`config.mk`:
```
export PLATFORM = sky130hd
export DESIGN_NAME = can_mode_ctrl
export DESIGN_NICKNAME = d
export VERILOG_FILES = /design/src/inc/can_mode_pkg.sv /design/src/hw/quantum_divider.sv /design/src/hw/can_mode_ctrl.sv
export SDC_FILE = /design/constraint.sdc
export NUM_CORES = 1
export LEC_CHECK = 0
export BUFFER_PORTS_ARGS = -buffer_cell sky130_fd_sc_hd__buf_2
export CORE_UTILIZATION = 50
export DETAILED_ROUTE_END_ITERATION = 7
export MAX_ROUTING_LAYER = met4
export PLACE_DENSITY_LB_ADDON = 0.05
export REMOVE_ABC_BUFFERS = 1
export SYNTH_ARGS = -nofsm -noshare
export SYNTH_HDL_FRONTEND = slang
export SYNTH_SLANG_ARGS = --single-unit
```
`constraint.sdc`:
```
create_clock -name pclk -period 2.2 [get_ports pclk]
set_input_delay 0.22 -clock pclk [delete_from_list [all_inputs] [get_ports pclk]]
set_output_delay 0.22 -clock pclk [all_outputs]
set_load 0.005 [all_outputs]
```
`src/inc/can_mode_pkg.sv`:
```
// Package with register map, field positions and timing constants.
package can_mode_pkg;

  // ==========================================================================
  // Register offsets (byte addresses, one 32-bit word each).
  localparam logic [7:0] ctl0_off    = 8'h00;
  localparam logic [7:0] ctl1_off    = 8'h04;
  localparam logic [7:0] btr0_off    = 8'h08;
  localparam logic [7:0] btr1_off    = 8'h0c;
  localparam logic [7:0] idac_off    = 8'h10;
  localparam logic [7:0] stat_off    = 8'h14;
  localparam logic [7:0] irq_st_off  = 8'h18;
  localparam logic [7:0] irq_msk_off = 8'h1c;
  localparam logic [7:0] link_off    = 8'h20;
  localparam logic [7:0] cmd_off     = 8'h24;
  localparam logic [7:0] acc_off     = 8'h40;

  // ==========================================================================
  // Field positions.
  localparam int c0_init_request  = 0;
  localparam int c0_sleep_request = 1;
  localparam int c0_wake_enable   = 2;
  localparam int c1_listen        = 4;
  localparam int c1_busoff_sel    = 3;
  localparam int c1_wake_filter   = 2;
  localparam int c1_sleep_ack     = 1;
  localparam int c1_init_ack      = 0;
  localparam int bt_sjw_lsb       = 6;
  localparam int bt_brp_lsb       = 0;
  localparam int bt_brp_w         = 6;

  // Interrupt status bits.
  localparam int ev_init   = 0;
  localparam int ev_sleep  = 1;
  localparam int ev_wake   = 2;
  localparam int ev_rejoin = 3;
  localparam int n_events  = 4;

  // ==========================================================================
  // Reset values.
  localparam logic [7:0] ctl0_rst = 8'h01;
  localparam logic [7:0] ctl1_rst = 8'h11;
  localparam logic [7:0] btr_rst  = 8'h00;

  // ==========================================================================
  // Timing.
  localparam int clk_mhz          = 100;
  localparam int wake_filter_ns   = 2000;
  localparam int wake_filter_cyc  = (wake_filter_ns * clk_mhz + 999) / 1000;
  localparam logic [7:0] idle_bits     = 8'd11;
  localparam logic [7:0] busoff_blocks = 8'd128;
  localparam logic [7:0] ec_busoff     = 8'hff;

  typedef enum logic [1:0]
  {
    st_init   = 2'b00,
    st_sync   = 2'b01,
    st_run    = 2'b11,
    st_sleep  = 2'b10
  } mode_t;

endpackage

```
`src/hw/quantum_divider.sv`:
```
// Time-quantum enable divider driven by the prescaler field.
`timescale 1ns/1ns
module quantum_divider
  import can_mode_pkg::*;
(
  input  wire logic                pclk,
  input  wire logic                presetn,
  input  wire logic                clear,
  input  wire logic [bt_brp_w-1:0] prescale,
  output logic                     tq_pulse
);

  typedef struct packed
  {
    logic [bt_brp_w-1:0] cnt;
    logic                tq;
  } div_t;

  div_t st_ff;
  div_t nxt_st;

  // ==========================================================================
  // Divide by prescale plus one.
  always_comb
  begin
    nxt_st = st_ff;
    nxt_st.tq = 1'b0;
    if (clear)
    begin
      nxt_st.cnt = '0;
    end
    else if (st_ff.cnt >= prescale)
    begin
      nxt_st.cnt = '0;
      nxt_st.tq = 1'b1;
    end
    else
    begin
      nxt_st.cnt = st_ff.cnt + 1'b1;
    end
  end

  always_ff @(posedge pclk or negedge presetn)
  begin
    if (!presetn)
    begin
      st_ff <= '0;
    end
    else
    begin
      st_ff <= nxt_st;
    end
  end

  assign tq_pulse = st_ff.tq;

endmodule

```
`src/hw/can_mode_ctrl.sv`:
```
// CAN mode handshake, bus-off recovery, wake-up and bit-timing registers.
//
// Contract
// Listen-only receives, never sends ack or errors.
// Listen-only freezes both error counters.
// Listen-only blocks any transmission start.
// Bit 3 picks automatic or requested recovery.
// Bit 2 picks any-dominant or filtered wake.
// Sleep ack set on sleep entry.
// Bus activity in sleep clears sleep ack.
// Init ack set on initialization entry.
// Config registers writable only in initialization.
// Jump width code gives 1 to 4 quanta.
// Prescaler divides clock by field plus one.
// Init aborts frames; exit waits 11 recessive.
// Bus-off exit waits 128 idle sequences.
// Bit time scales with prescaler and segments; here only the prescaler drives tq_enable, btr1 is stored but unused.
// Acknowledge bits ignore software writes.
//
// The register offsets and register access over APB were decided locally.
`timescale 1ns/1ns
module can_mode_ctrl
  import can_mode_pkg::*;
(
  input  wire logic        pclk,
  input  wire logic        presetn,
  input  wire logic        psel,
  input  wire logic        penable,
  input  wire logic        pwrite,
  input  wire logic [7:0]  paddr,
  input  wire logic [31:0] pwdata,
  output logic [31:0]      prdata,
  output logic             pready,
  output logic             pslverr,
  input  wire logic        rx_pin,
  input  wire logic        tx_request,
  input  wire logic        ack_request,
  input  wire logic        error_request,
  input  wire logic        tx_error_inc,
  input  wire logic        rx_error_inc,
  input  wire logic        bit_tick,
  output logic             tx_pin,
  output logic             tx_start,
  output logic             frame_abort,
  output logic             bus_on,
  output logic [1:0]       resync_jump_width,
  output logic             tq_enable,
  output logic             irq
);

  typedef struct packed
  {
    mode_t           mode;
    logic [7:0]      ctl0;
    logic [7:0]      ctl1;
    logic [7:0]      btr0;
    logic [7:0]      btr1;
    logic [7:0]      idac;
    logic [15:0][7:0] acc;
    logic [n_events-1:0] ev;
    logic [n_events-1:0] msk;
    logic [7:0]      tec;
    logic [7:0]      rec;
    logic            busoff;
    logic [7:0]      rec_cnt;
    logic [7:0]      blk_cnt;
    logic [15:0]     wake_cnt;
    logic [1:0]      rx_sync;
    logic [31:0]     rdata;
    logic            ready;
    logic            err;
    logic            tx;
    logic            txs;
    logic            abort;
    logic            on;
    logic            irq;
  } state_t;

  state_t st_ff;
  state_t nxt_st;
  logic   tq;

  quantum_divider u_div
  (
    .pclk     (pclk),
    .presetn  (presetn),
    .clear    (st_ff.mode == st_init),
    .prescale (st_ff.btr0[bt_brp_lsb +: bt_brp_w]),
    .tq_pulse (tq)
  );

  // ==========================================================================
  // Next state.
  always_comb
  begin
    logic       init_act;
    logic       acc_ok;
    logic       wr;
    logic       rd;
    logic       rx;
    logic       listen;
    logic       woke;
    logic [7:0] wd;
    logic [3:0] aidx;
    logic [n_events-1:0] set_ev;
    nxt_st = st_ff;
    wd = pwdata[7:0];
    rx = st_ff.rx_sync[1];
    listen = st_ff.ctl1[c1_listen];
    set_ev = '0;
    woke = 1'b0;
    aidx = paddr[5:2];
    init_act = st_ff.ctl0[c0_init_request] & st_ff.ctl1[c1_init_ack];
    acc_ok = psel & penable & ~st_ff.ready;
    wr = acc_ok & pwrite;
    rd = acc_ok & ~pwrite;
    nxt_st.rx_sync = {st_ff.rx_sync[0], rx_pin};
    nxt_st.ready = acc_ok;
    nxt_st.err = 1'b0;
    nxt_st.txs = 1'b0;
    nxt_st.abort = 1'b0;
    nxt_st.tx = 1'b1;

    // ========================================================================
    // Mode machine.
    unique case (st_ff.mode)
      st_init:
      begin
        nxt_st.ctl1[c1_init_ack] = st_ff.ctl0[c0_init_request];
        if (!st_ff.ctl0[c0_init_request])
        begin
          nxt_st.mode = st_sync;
          nxt_st.rec_cnt = '0;
          nxt_st.blk_cnt = '0;
        end
      end
      st_sync:
      begin
        if (bit_tick)
        begin
          if (!rx)
          begin
            nxt_st.rec_cnt = '0;
          end
          else if (st_ff.rec_cnt + 8'd1 >= idle_bits)
          begin
            nxt_st.rec_cnt = '0;
            if (!st_ff.busoff || st_ff.blk_cnt + 8'd1 >= busoff_blocks)
            begin
              nxt_st.mode = st_run;
              nxt_st.busoff = 1'b0;
              nxt_st.tec = '0;
              nxt_st.rec = '0;
              set_ev[ev_rejoin] = 1'b1;
            end
            else
            begin
              nxt_st.blk_cnt = st_ff.blk_cnt + 8'd1;
            end
          end
          else
          begin
            nxt_st.rec_cnt = st_ff.rec_cnt + 8'd1;
          end
        end
      end
      st_run:
      begin
        if (st_ff.ctl0[c0_sleep_request])
        begin
          nxt_st.mode = st_sleep;
          nxt_st.ctl1[c1_sleep_ack] = 1'b1;
          set_ev[ev_sleep] = 1'b1;
        end
        if (!st_ff.busoff)
        begin
          nxt_st.txs = tx_request & ~listen;
          nxt_st.tx = ~((ack_request | error_request) & ~listen);
          if (!listen)
          begin
            nxt_st.tec = st_ff.tec + {7'd0, tx_error_inc};
            nxt_st.rec = st_ff.rec + {7'd0, rx_error_inc};
            if (nxt_st.tec == ec_busoff)
            begin
              nxt_st.busoff = 1'b1;
              nxt_st.rec_cnt = '0;
              nxt_st.blk_cnt = '0;
            end
          end
        end
        else if (!st_ff.ctl1[c1_busoff_sel])
        begin
          nxt_st.mode = st_sync;
        end
      end
      st_sleep:
      begin
        if (!st_ff.ctl0[c0_sleep_request])
        begin
          woke = 1'b1;
        end
        else if (st_ff.ctl0[c0_wake_enable] && !rx)
        begin
          nxt_st.wake_cnt = st_ff.wake_cnt + 16'd1;
          woke = !st_ff.ctl1[c1_wake_filter]
            || st_ff.wake_cnt + 16'd1 >= 16'(wake_filter_cyc);
          set_ev[ev_wake] = woke;
        end
        else
        begin
          nxt_st.wake_cnt = '0;
        end
        if (woke)
        begin
          nxt_st.mode = st_run;
          nxt_st.wake_cnt = '0;
          nxt_st.ctl1[c1_sleep_ack] = 1'b0;
          nxt_st.ctl0[c0_sleep_request] = 1'b0;
        end
      end
    endcase

    // ========================================================================
    // Register writes.
    if (wr)
    begin
      unique case (paddr)
        ctl0_off:
        begin
          // Requests cannot be dropped before their handshake completes.
          nxt_st.ctl0[c0_wake_enable] = wd[c0_wake_enable];
          if (wd[c0_init_request] || init_act)
          begin
            nxt_st.ctl0[c0_init_request] = wd[c0_init_request];
          end
          if (wd[c0_sleep_request] || st_ff.ctl1[c1_sleep_ack])
          begin
            nxt_st.ctl0[c0_sleep_request] = wd[c0_sleep_request];
          end
        end
        ctl1_off:
        begin
          if (init_act)
          begin
            nxt_st.ctl1[7:2] = wd[7:2];
          end
        end
        btr0_off: if (init_act) nxt_st.btr0 = wd;
        btr1_off: if (init_act) nxt_st.btr1 = wd;
        idac_off: if (init_act) nxt_st.idac = wd;
        irq_st_off: nxt_st.ev = st_ff.ev & ~wd[n_events-1:0];
        irq_msk_off: nxt_st.msk = wd[n_events-1:0];
        cmd_off:
        begin
          if (wd[0] && st_ff.busoff && st_ff.mode == st_run)
          begin
            nxt_st.mode = st_sync;
          end
        end
        default:
        begin
          if (paddr >= acc_off && paddr[1:0] == 2'b00 && init_act)
          begin
            nxt_st.acc[aidx] = wd;
          end
          else if (paddr < acc_off && paddr != stat_off
                   && paddr != link_off)
          begin
            nxt_st.err = 1'b1;
          end
        end
      endcase
    end

    // Entering initialization aborts frames and clears flags.
    if (nxt_st.ctl0[c0_init_request] && st_ff.mode != st_init)
    begin
      nxt_st.mode = st_init;
      nxt_st.abort = 1'b1;
      nxt_st.ev = '0;
      nxt_st.msk = '0;
      nxt_st.ctl1[c1_sleep_ack] = 1'b0;
      nxt_st.ctl0[c0_sleep_request] = 1'b0;
      nxt_st.tx = 1'b1;
      nxt_st.txs = 1'b0;
    end
    if (nxt_st.mode == st_init && st_ff.mode != st_init)
    begin
      set_ev[ev_init] = 1'b1;
    end
    // A set in the same cycle as a clear wins.
    nxt_st.ev = nxt_st.ev | set_ev;

    // ========================================================================
    // Read data.
    nxt_st.rdata = '0;
    if (rd)
    begin
      unique case (paddr)
        ctl0_off:    nxt_st.rdata = {24'd0, st_ff.ctl0};
        ctl1_off:    nxt_st.rdata = {24'd0, st_ff.ctl1};
        btr0_off:    nxt_st.rdata = {24'd0, st_ff.btr0};
        btr1_off:    nxt_st.rdata = {24'd0, st_ff.btr1};
        idac_off:    nxt_st.rdata = {24'd0, st_ff.idac};
        stat_off:    nxt_st.rdata = {29'd0, st_ff.busoff, st_ff.mode};
        irq_st_off:  nxt_st.rdata = {28'd0, st_ff.ev};
        irq_msk_off: nxt_st.rdata = {28'd0, st_ff.msk};
        link_off:    nxt_st.rdata = {16'd0, st_ff.rec, st_ff.tec};
        cmd_off:     nxt_st.rdata = '0;
        default:
        begin
          if (paddr >= acc_off && paddr[1:0] == 2'b00)
          begin
            nxt_st.rdata = {24'd0, st_ff.acc[aidx]};
          end
          else
          begin
            nxt_st.err = 1'b1;
          end
        end
      endcase
    end

    nxt_st.on = (nxt_st.mode == st_run) & ~nxt_st.busoff;
    nxt_st.irq = |(nxt_st.ev & nxt_st.msk);
  end

  // ==========================================================================
  // State register.
  always_ff @(posedge pclk or negedge presetn)
  begin
    if (!presetn)
    begin
      st_ff <= '0;
      st_ff.mode <= st_init;
      st_ff.ctl0 <= ctl0_rst;
      st_ff.ctl1 <= ctl1_rst;
      st_ff.btr0 <= btr_rst;
      st_ff.btr1 <= btr_rst;
      st_ff.rx_sync <= 2'b11;
      st_ff.tx <= 1'b1;
    end
    else
    begin
      st_ff <= nxt_st;
    end
  end

  // ==========================================================================
  // Outputs.
  assign prdata = st_ff.rdata;
  assign pready = st_ff.ready;
  assign pslverr = st_ff.err;
  assign tx_pin = st_ff.tx;
  assign tx_start = st_ff.txs;
  assign frame_abort = st_ff.abort;
  assign bus_on = st_ff.on;
  assign resync_jump_width = st_ff.btr0[bt_sjw_lsb +: 2];
  assign tq_enable = tq;
  assign irq = st_ff.irq;

endmodule

```
# ---- Yosys cells after proc, flatten, opt, wreduce, memory -nomap -nowiden
# Index checks and enable logic that the tools add are counted.
dict set report word_totals {
  mem_bits_rw 0
  mem_count 0
  regBits 270
  mem_bits_ro 0
  latchBits 0
}
dict set report op_classes {
  add_sub_neg 6
  magnitude_cmp 8
  n_mux 84
  reduce_logical 40
  div 0
  bitwise_logic 19
  mul 0
  eq_ne 27
  n_shift 0
}
# cell n
set op_table {}
lappend op_table {{$pmux W16 S10} 1}
lappend op_table {{$bwmux W128} 1}
lappend op_table {{$mux W33} 3}
lappend op_table {{$mux W8} 11}
lappend op_table {{$mux W16} 5}
lappend op_table {{$mux W17} 4}
lappend op_table {{$pmux W16 S3} 1}
lappend op_table {{$pmux W17 S2} 1}
lappend op_table {{$bmux W8 S4} 1}
lappend op_table {{$demux W8 S4} 1}
lappend op_table {{$eq A8 B5 Y1 const B} 4}
lappend op_table {{$mux W2} 16}
lappend op_table {{$mux W1} 30}
lappend op_table {{$mux W6} 4}
lappend op_table {{$ne A2 B2 Y1 const B} 9}
lappend op_table {{$reduce_and A3 Y1} 6}
lappend op_table {{$add A16 B1 Y16 const B} 1}
lappend op_table {{$add A8 B1 Y8} 2}
lappend op_table {{$add A8 B1 Y8 const B} 2}
lappend op_table {{$eq A8 B4 Y1 const B} 2}
lappend op_table {{$eq A8 B6 Y1 const B} 2}
lappend op_table {{$ge A16 B8 Y1 const B} 1}
lappend op_table {{$logic_and A1 B1 Y1} 10}
lappend op_table {{$reduce_or A10 Y1} 1}
lappend op_table {{other kinds (38)} 65}

# ---- Depth between registers and ports, before layout
dict set report depth {
  depth_word 19
  depth_mapped 9
}

# ---- Hierarchy
# Synthesis repeated with hierarchy kept, for this count alone.
dict set report unflattened {
  cells_unflattened 1010
  hier_area_um2 12344.3
}
# module instances area_per_inst_um2 cells_each
set modules_own_cells {}
lappend modules_own_cells {can_mode_ctrl 1 11877.6 964}
lappend modules_own_cells {quantum_divider 1 466.7 46}

# ---- Worst setup path before layout
# OpenSTA, ideal clock, no wires.
dict set report synth_timing {
  path_kind {register -> register}
  startpoint {register st_ff (netlist bit pready)}
  endpoint {register st_ff[122] (netlist name)}
  slack_ns -0.105
  required_time_ns 2.075
  stages_incl_launch_ff 9
  period_less_slack_ns 2.305
  t_arrival_ns 2.180
  path_cell_list {dfrtp_1 > and4b_1 > buf_2 > nand3_2 > or3_1 > clkbuf_1 > or3_1 > buf_4 > mux2_4}
}
dict set report synth_between {
  elab_chain_len 4
}
# element line
set synth_lines {}
lappend synth_lines {{start: declaration} can_mode_ctrl.sv:79} ;# state_t st_ff;
lappend synth_lines {{start signal: assignment} can_mode_ctrl.sv:345} ;# st_ff <= nxt_st;
lappend synth_lines {{$not A1 Y1} can_mode_ctrl.sv:114} ;# acc_ok = psel & penable & ~st_ff.ready;
lappend synth_lines {{$and A1 B1 Y1} can_mode_ctrl.sv:114}
lappend synth_lines {{$and A1 B1 Y1} can_mode_ctrl.sv:115} ;# wr = acc_ok & pwrite;
lappend synth_lines {{$reduce_and A3 Y1 (no line)} n/a}
# No other way between the ends.
# A chain may end at the register's enable or synchronous reset.

# ---- Final worst setup path
dict set report layout_timing {
  startpoint {register st_ff[66] (netlist name)}
  endpoint {register st_ff[62] (netlist name)}
}
dict set report layout_between {
  elab_chain_len 4
}
# element line
set layout_lines {}
lappend layout_lines {{$add A8 B1 Y8} can_mode_ctrl.sv:145} ;# else if (st_ff.rec_cnt + 8'd1 >= idle_bits)
lappend layout_lines {{$ge A8 B4 Y1} can_mode_ctrl.sv:145}
lappend layout_lines {{$ne A2 B2 Y1 (no line)} n/a}
lappend layout_lines {{$reduce_and A9 Y1 (no line)} n/a}
# No other way between the ends.

==> results.cfg <==
[sta]
relSlewSlack_pct = 53.9
fmax_mhz = 457
fin_crit_ns = 2.19
post-route-period-util_pct = 99.6
holdWs_ns = 0.00785
tightestPinTransition_ns = 0.686
setup_viol = 0
tns_ns = 0
finClkSkew_ns = 0.0168
maxSlewViolCount = 0
finalHoldViolations = 0
rsz0062_at_grt = true

[routing]
dr.pass1.iters = 5
drc = 0
drt-initial-drc-count = 576
ant_nets = 0
dr_total_vias = 8809
vias_per_cell = 5.71
wirelength_um = 31300
wl_per_cell_um = 20.3

[pwr]
p_per_area_nw_per_um2 = 699
ir_drop_mv = 0.590
p_leak_nw = 7.43
power_mw = 10.8

[floorplanning]
coreArea_um2 = 24500
die-area_um2 = 25800
start_util_pct = 51.4
rows = 57
die_h_um = 161
io_pins = 94
dieWidth_um = 161

[setup_path]
arrival_ns = 2.61
end_kind = flip-flop
critical_path_class = flip-flop to flip-flop
crit_fanout = 5
worstPathCellList = ha_2 -> and3_4 -> mux2_2 -> o21ai_1 -> buf_4 -> a2111oi_4 -> o22ai_2 -> buf_6 -> o21ai_2 -> o31ai_2
cp.buffers_inverters = 2
critical_path.top_delay_family = compound AO/OA/AOI/OAI gates
r2r_slack_ns = 0.01
worstPathRequired_ns = 2.62
cp_slowest_stage_delay_ns = 0.40
critPathLaunchType = flip-flop
crit_slowest_cell = dfrtp_1

[synthesis]
synth_seq_area_share_pct = 50.7
synth_seq_cells = 254
syn_area_per_cell_um2 = 12.1
ys.flop_type = dfrtp_1
synth_cells = 1036
yosys_warnings = 0
ys_types = 78
synthTopCellsByCount = dfrtp_1, mux2_2, nand2_1
yosys.area.top_type = dfrtp_1
netlist_top_cells_area = dfrtp_1, mux2_2, mux4_2
synth_most_common_cell = dfrtp_1
yosysTopAreaCellShare_pct = 49.4
syn-cell-area_um2 = 12600
synth_edf_count = 0
synthArstFlopShare_pct = 100

[clocking]
clk_path_buf_depth = 3
cts_tree = done
worstSkewPairLatency_ns = 0.56
h-tree-depth = 1
clock-sinks = 254
numCtsBuffers = 28
clkTransAtPathRegs_ns = 0.06
clock-root-buffer = clkbuf_16

[finish]
syn_to_final_growth_pct = 23.4
drive_above_1_share_pct = 43.0
post-route-util_pct = 63.4
nets = 1265

[status]
outcome = completed

[global_routing]
grt_usage_pct = 25.4
grt_antenna_before_repair = 1
grt_pass1_wl_um = 49800
first_global_vias = 9036
grt_remaining_overflow = 0
grt_max_degree = 66

[run]
cap_violations = 0

[placement]
dp_hpwl_um = 21500
numPortBuffers = 53
finalWeightedCongestion = 0.847

[hold_path]
timing.hold.worst.class = input pin to flip-flop
-- metal layers --
layer,global-route usage [%],share of wire [%]
met2,42.1,50
met1,32.4,43
met4,8.79,3.6
met5,-,0
met3,3.18,3.6
-- through the flow --
stage | instance area [um^2] | setup WS (ns) | std cells
6_report | 15500 | 0.00985 | 1544
5_1_grt | 15500 | -0.0860 | 1544
4_1_cts | 15200 | -0.0111 | 1535
3_5_place_dp | 14000 | -0.274 | 1474
3_3_place_gp | 14000 | -0.219 | 1474
2_1_floorplan | 12200 | -0.181 | 965
-- cells in the final DEF (no fill, tap or decap), types with 7 or more instances in the layout --
cell type	Yosys	final
mux4_2	40	40
clkbuf_16	0	29
o21ai_2	0	7
buf_12	0	17
o21ai_1	6	14
o211ai_1	8	8
nor2_1	54	53
o21ai_0	47	30
nand3_1	30	26
inv_1	25	25
buf_4	35	118
clkbuf_8	0	7
clkbuf_1	36	8
a31oi_1	9	9
mux2_4	8	8
and2_1	30	28
xor2_1	8	8
nand2_1	70	67
nand4_1	14	14
mux2_2	150	150
nand2b_1	9	9
buf_2	12	53
dlygate4sd3_1	0	7
a21oi_1	15	12
a22oi_1	13	12
and3_1	13	8
nor2b_1	9	8
dfrtp_1	248	247
ha_1	15	10
nor3_1	14	13
conb_1	1	16
-- kinds of logic (layout without fill, tap and decap cells) --
group                      after synthesis  after routing  synth area share, %
and+or+nand+nor                        284            284                 12.2
DFF                                    254            254                 50.7
muxes                                  203            203                 22.0
AOI/OAI and AO/OA                      156            156                 8.37
buffers and inverters                  111            279                 4.48
adders and majority gates               15             15                 1.49
xor gates and xnor gates                12             12                0.837
other                                    1             17               0.0298
-- final timing paths --
| path | startpoint | cells past startpoint | to |
|---|---|---|---|
| setup / recovery | st_ff[66] | 10 | st_ff[62] |
| hold / removal | penable | 4 | pready |
| setup reg to reg | st_ff[66] | 10 | st_ff[62] |
| hold reg to reg | nxt_st[40] | 0 | st_ff[40] |
| max in group asynchronous | presetn | 3 | st_ff[130] |
| min in group asynchronous | presetn | 2 | st_ff[53] |
-- sequential cells by signal, indices dropped and copies added (netlist names) --
name and count:
st_ff 221, prdata 16, u_div.st_ff 6, resync_jump_width 2, bus_on 1, frame_abort 1, irq 1, nxt_st 1
pready 1, pslverr 1, tx_pin 1, tx_start 1, u_div.tq_pulse 1
-- worst min-delay path, delay by kind of cell --
family / cells / cell delay [ns]
AND/OR/NAND/NOR: 2 / 0.17
buffers and inverters: 2 / 0.13
-- final cells by class --
cell class              count  area, um^2
clock inverters             8         126
inverters                  25        93.8
fillers                  1979        8950
diodes                      1        2.50
repair buffers            203        1670
multi-input cells         686        6020
clock buffers              43         827
flip-flops and latches    254        6360
well taps                 324         405
-- where the power goes --
part	total [mW]	internal [mW]	leakage [nW]	switching, mW
sequential	4.92	4.79	3.44	0.127
combinational	1.09	0.482	3.51	0.605
clock	4.82	2.93	0.470	1.90
total	10.8	8.20	7.43	2.63
-- repair_timing --
action	in CTS	in global routing
endpoints found under the setup margin	46	93
buffers inserted	2	7
pin swaps	5	30
resized for setup	24	69
hold endpoints to repair	62	0
hold buffers	7	0
cloned	1	1
Note: power is estimated with default switching activity, not from simulation.
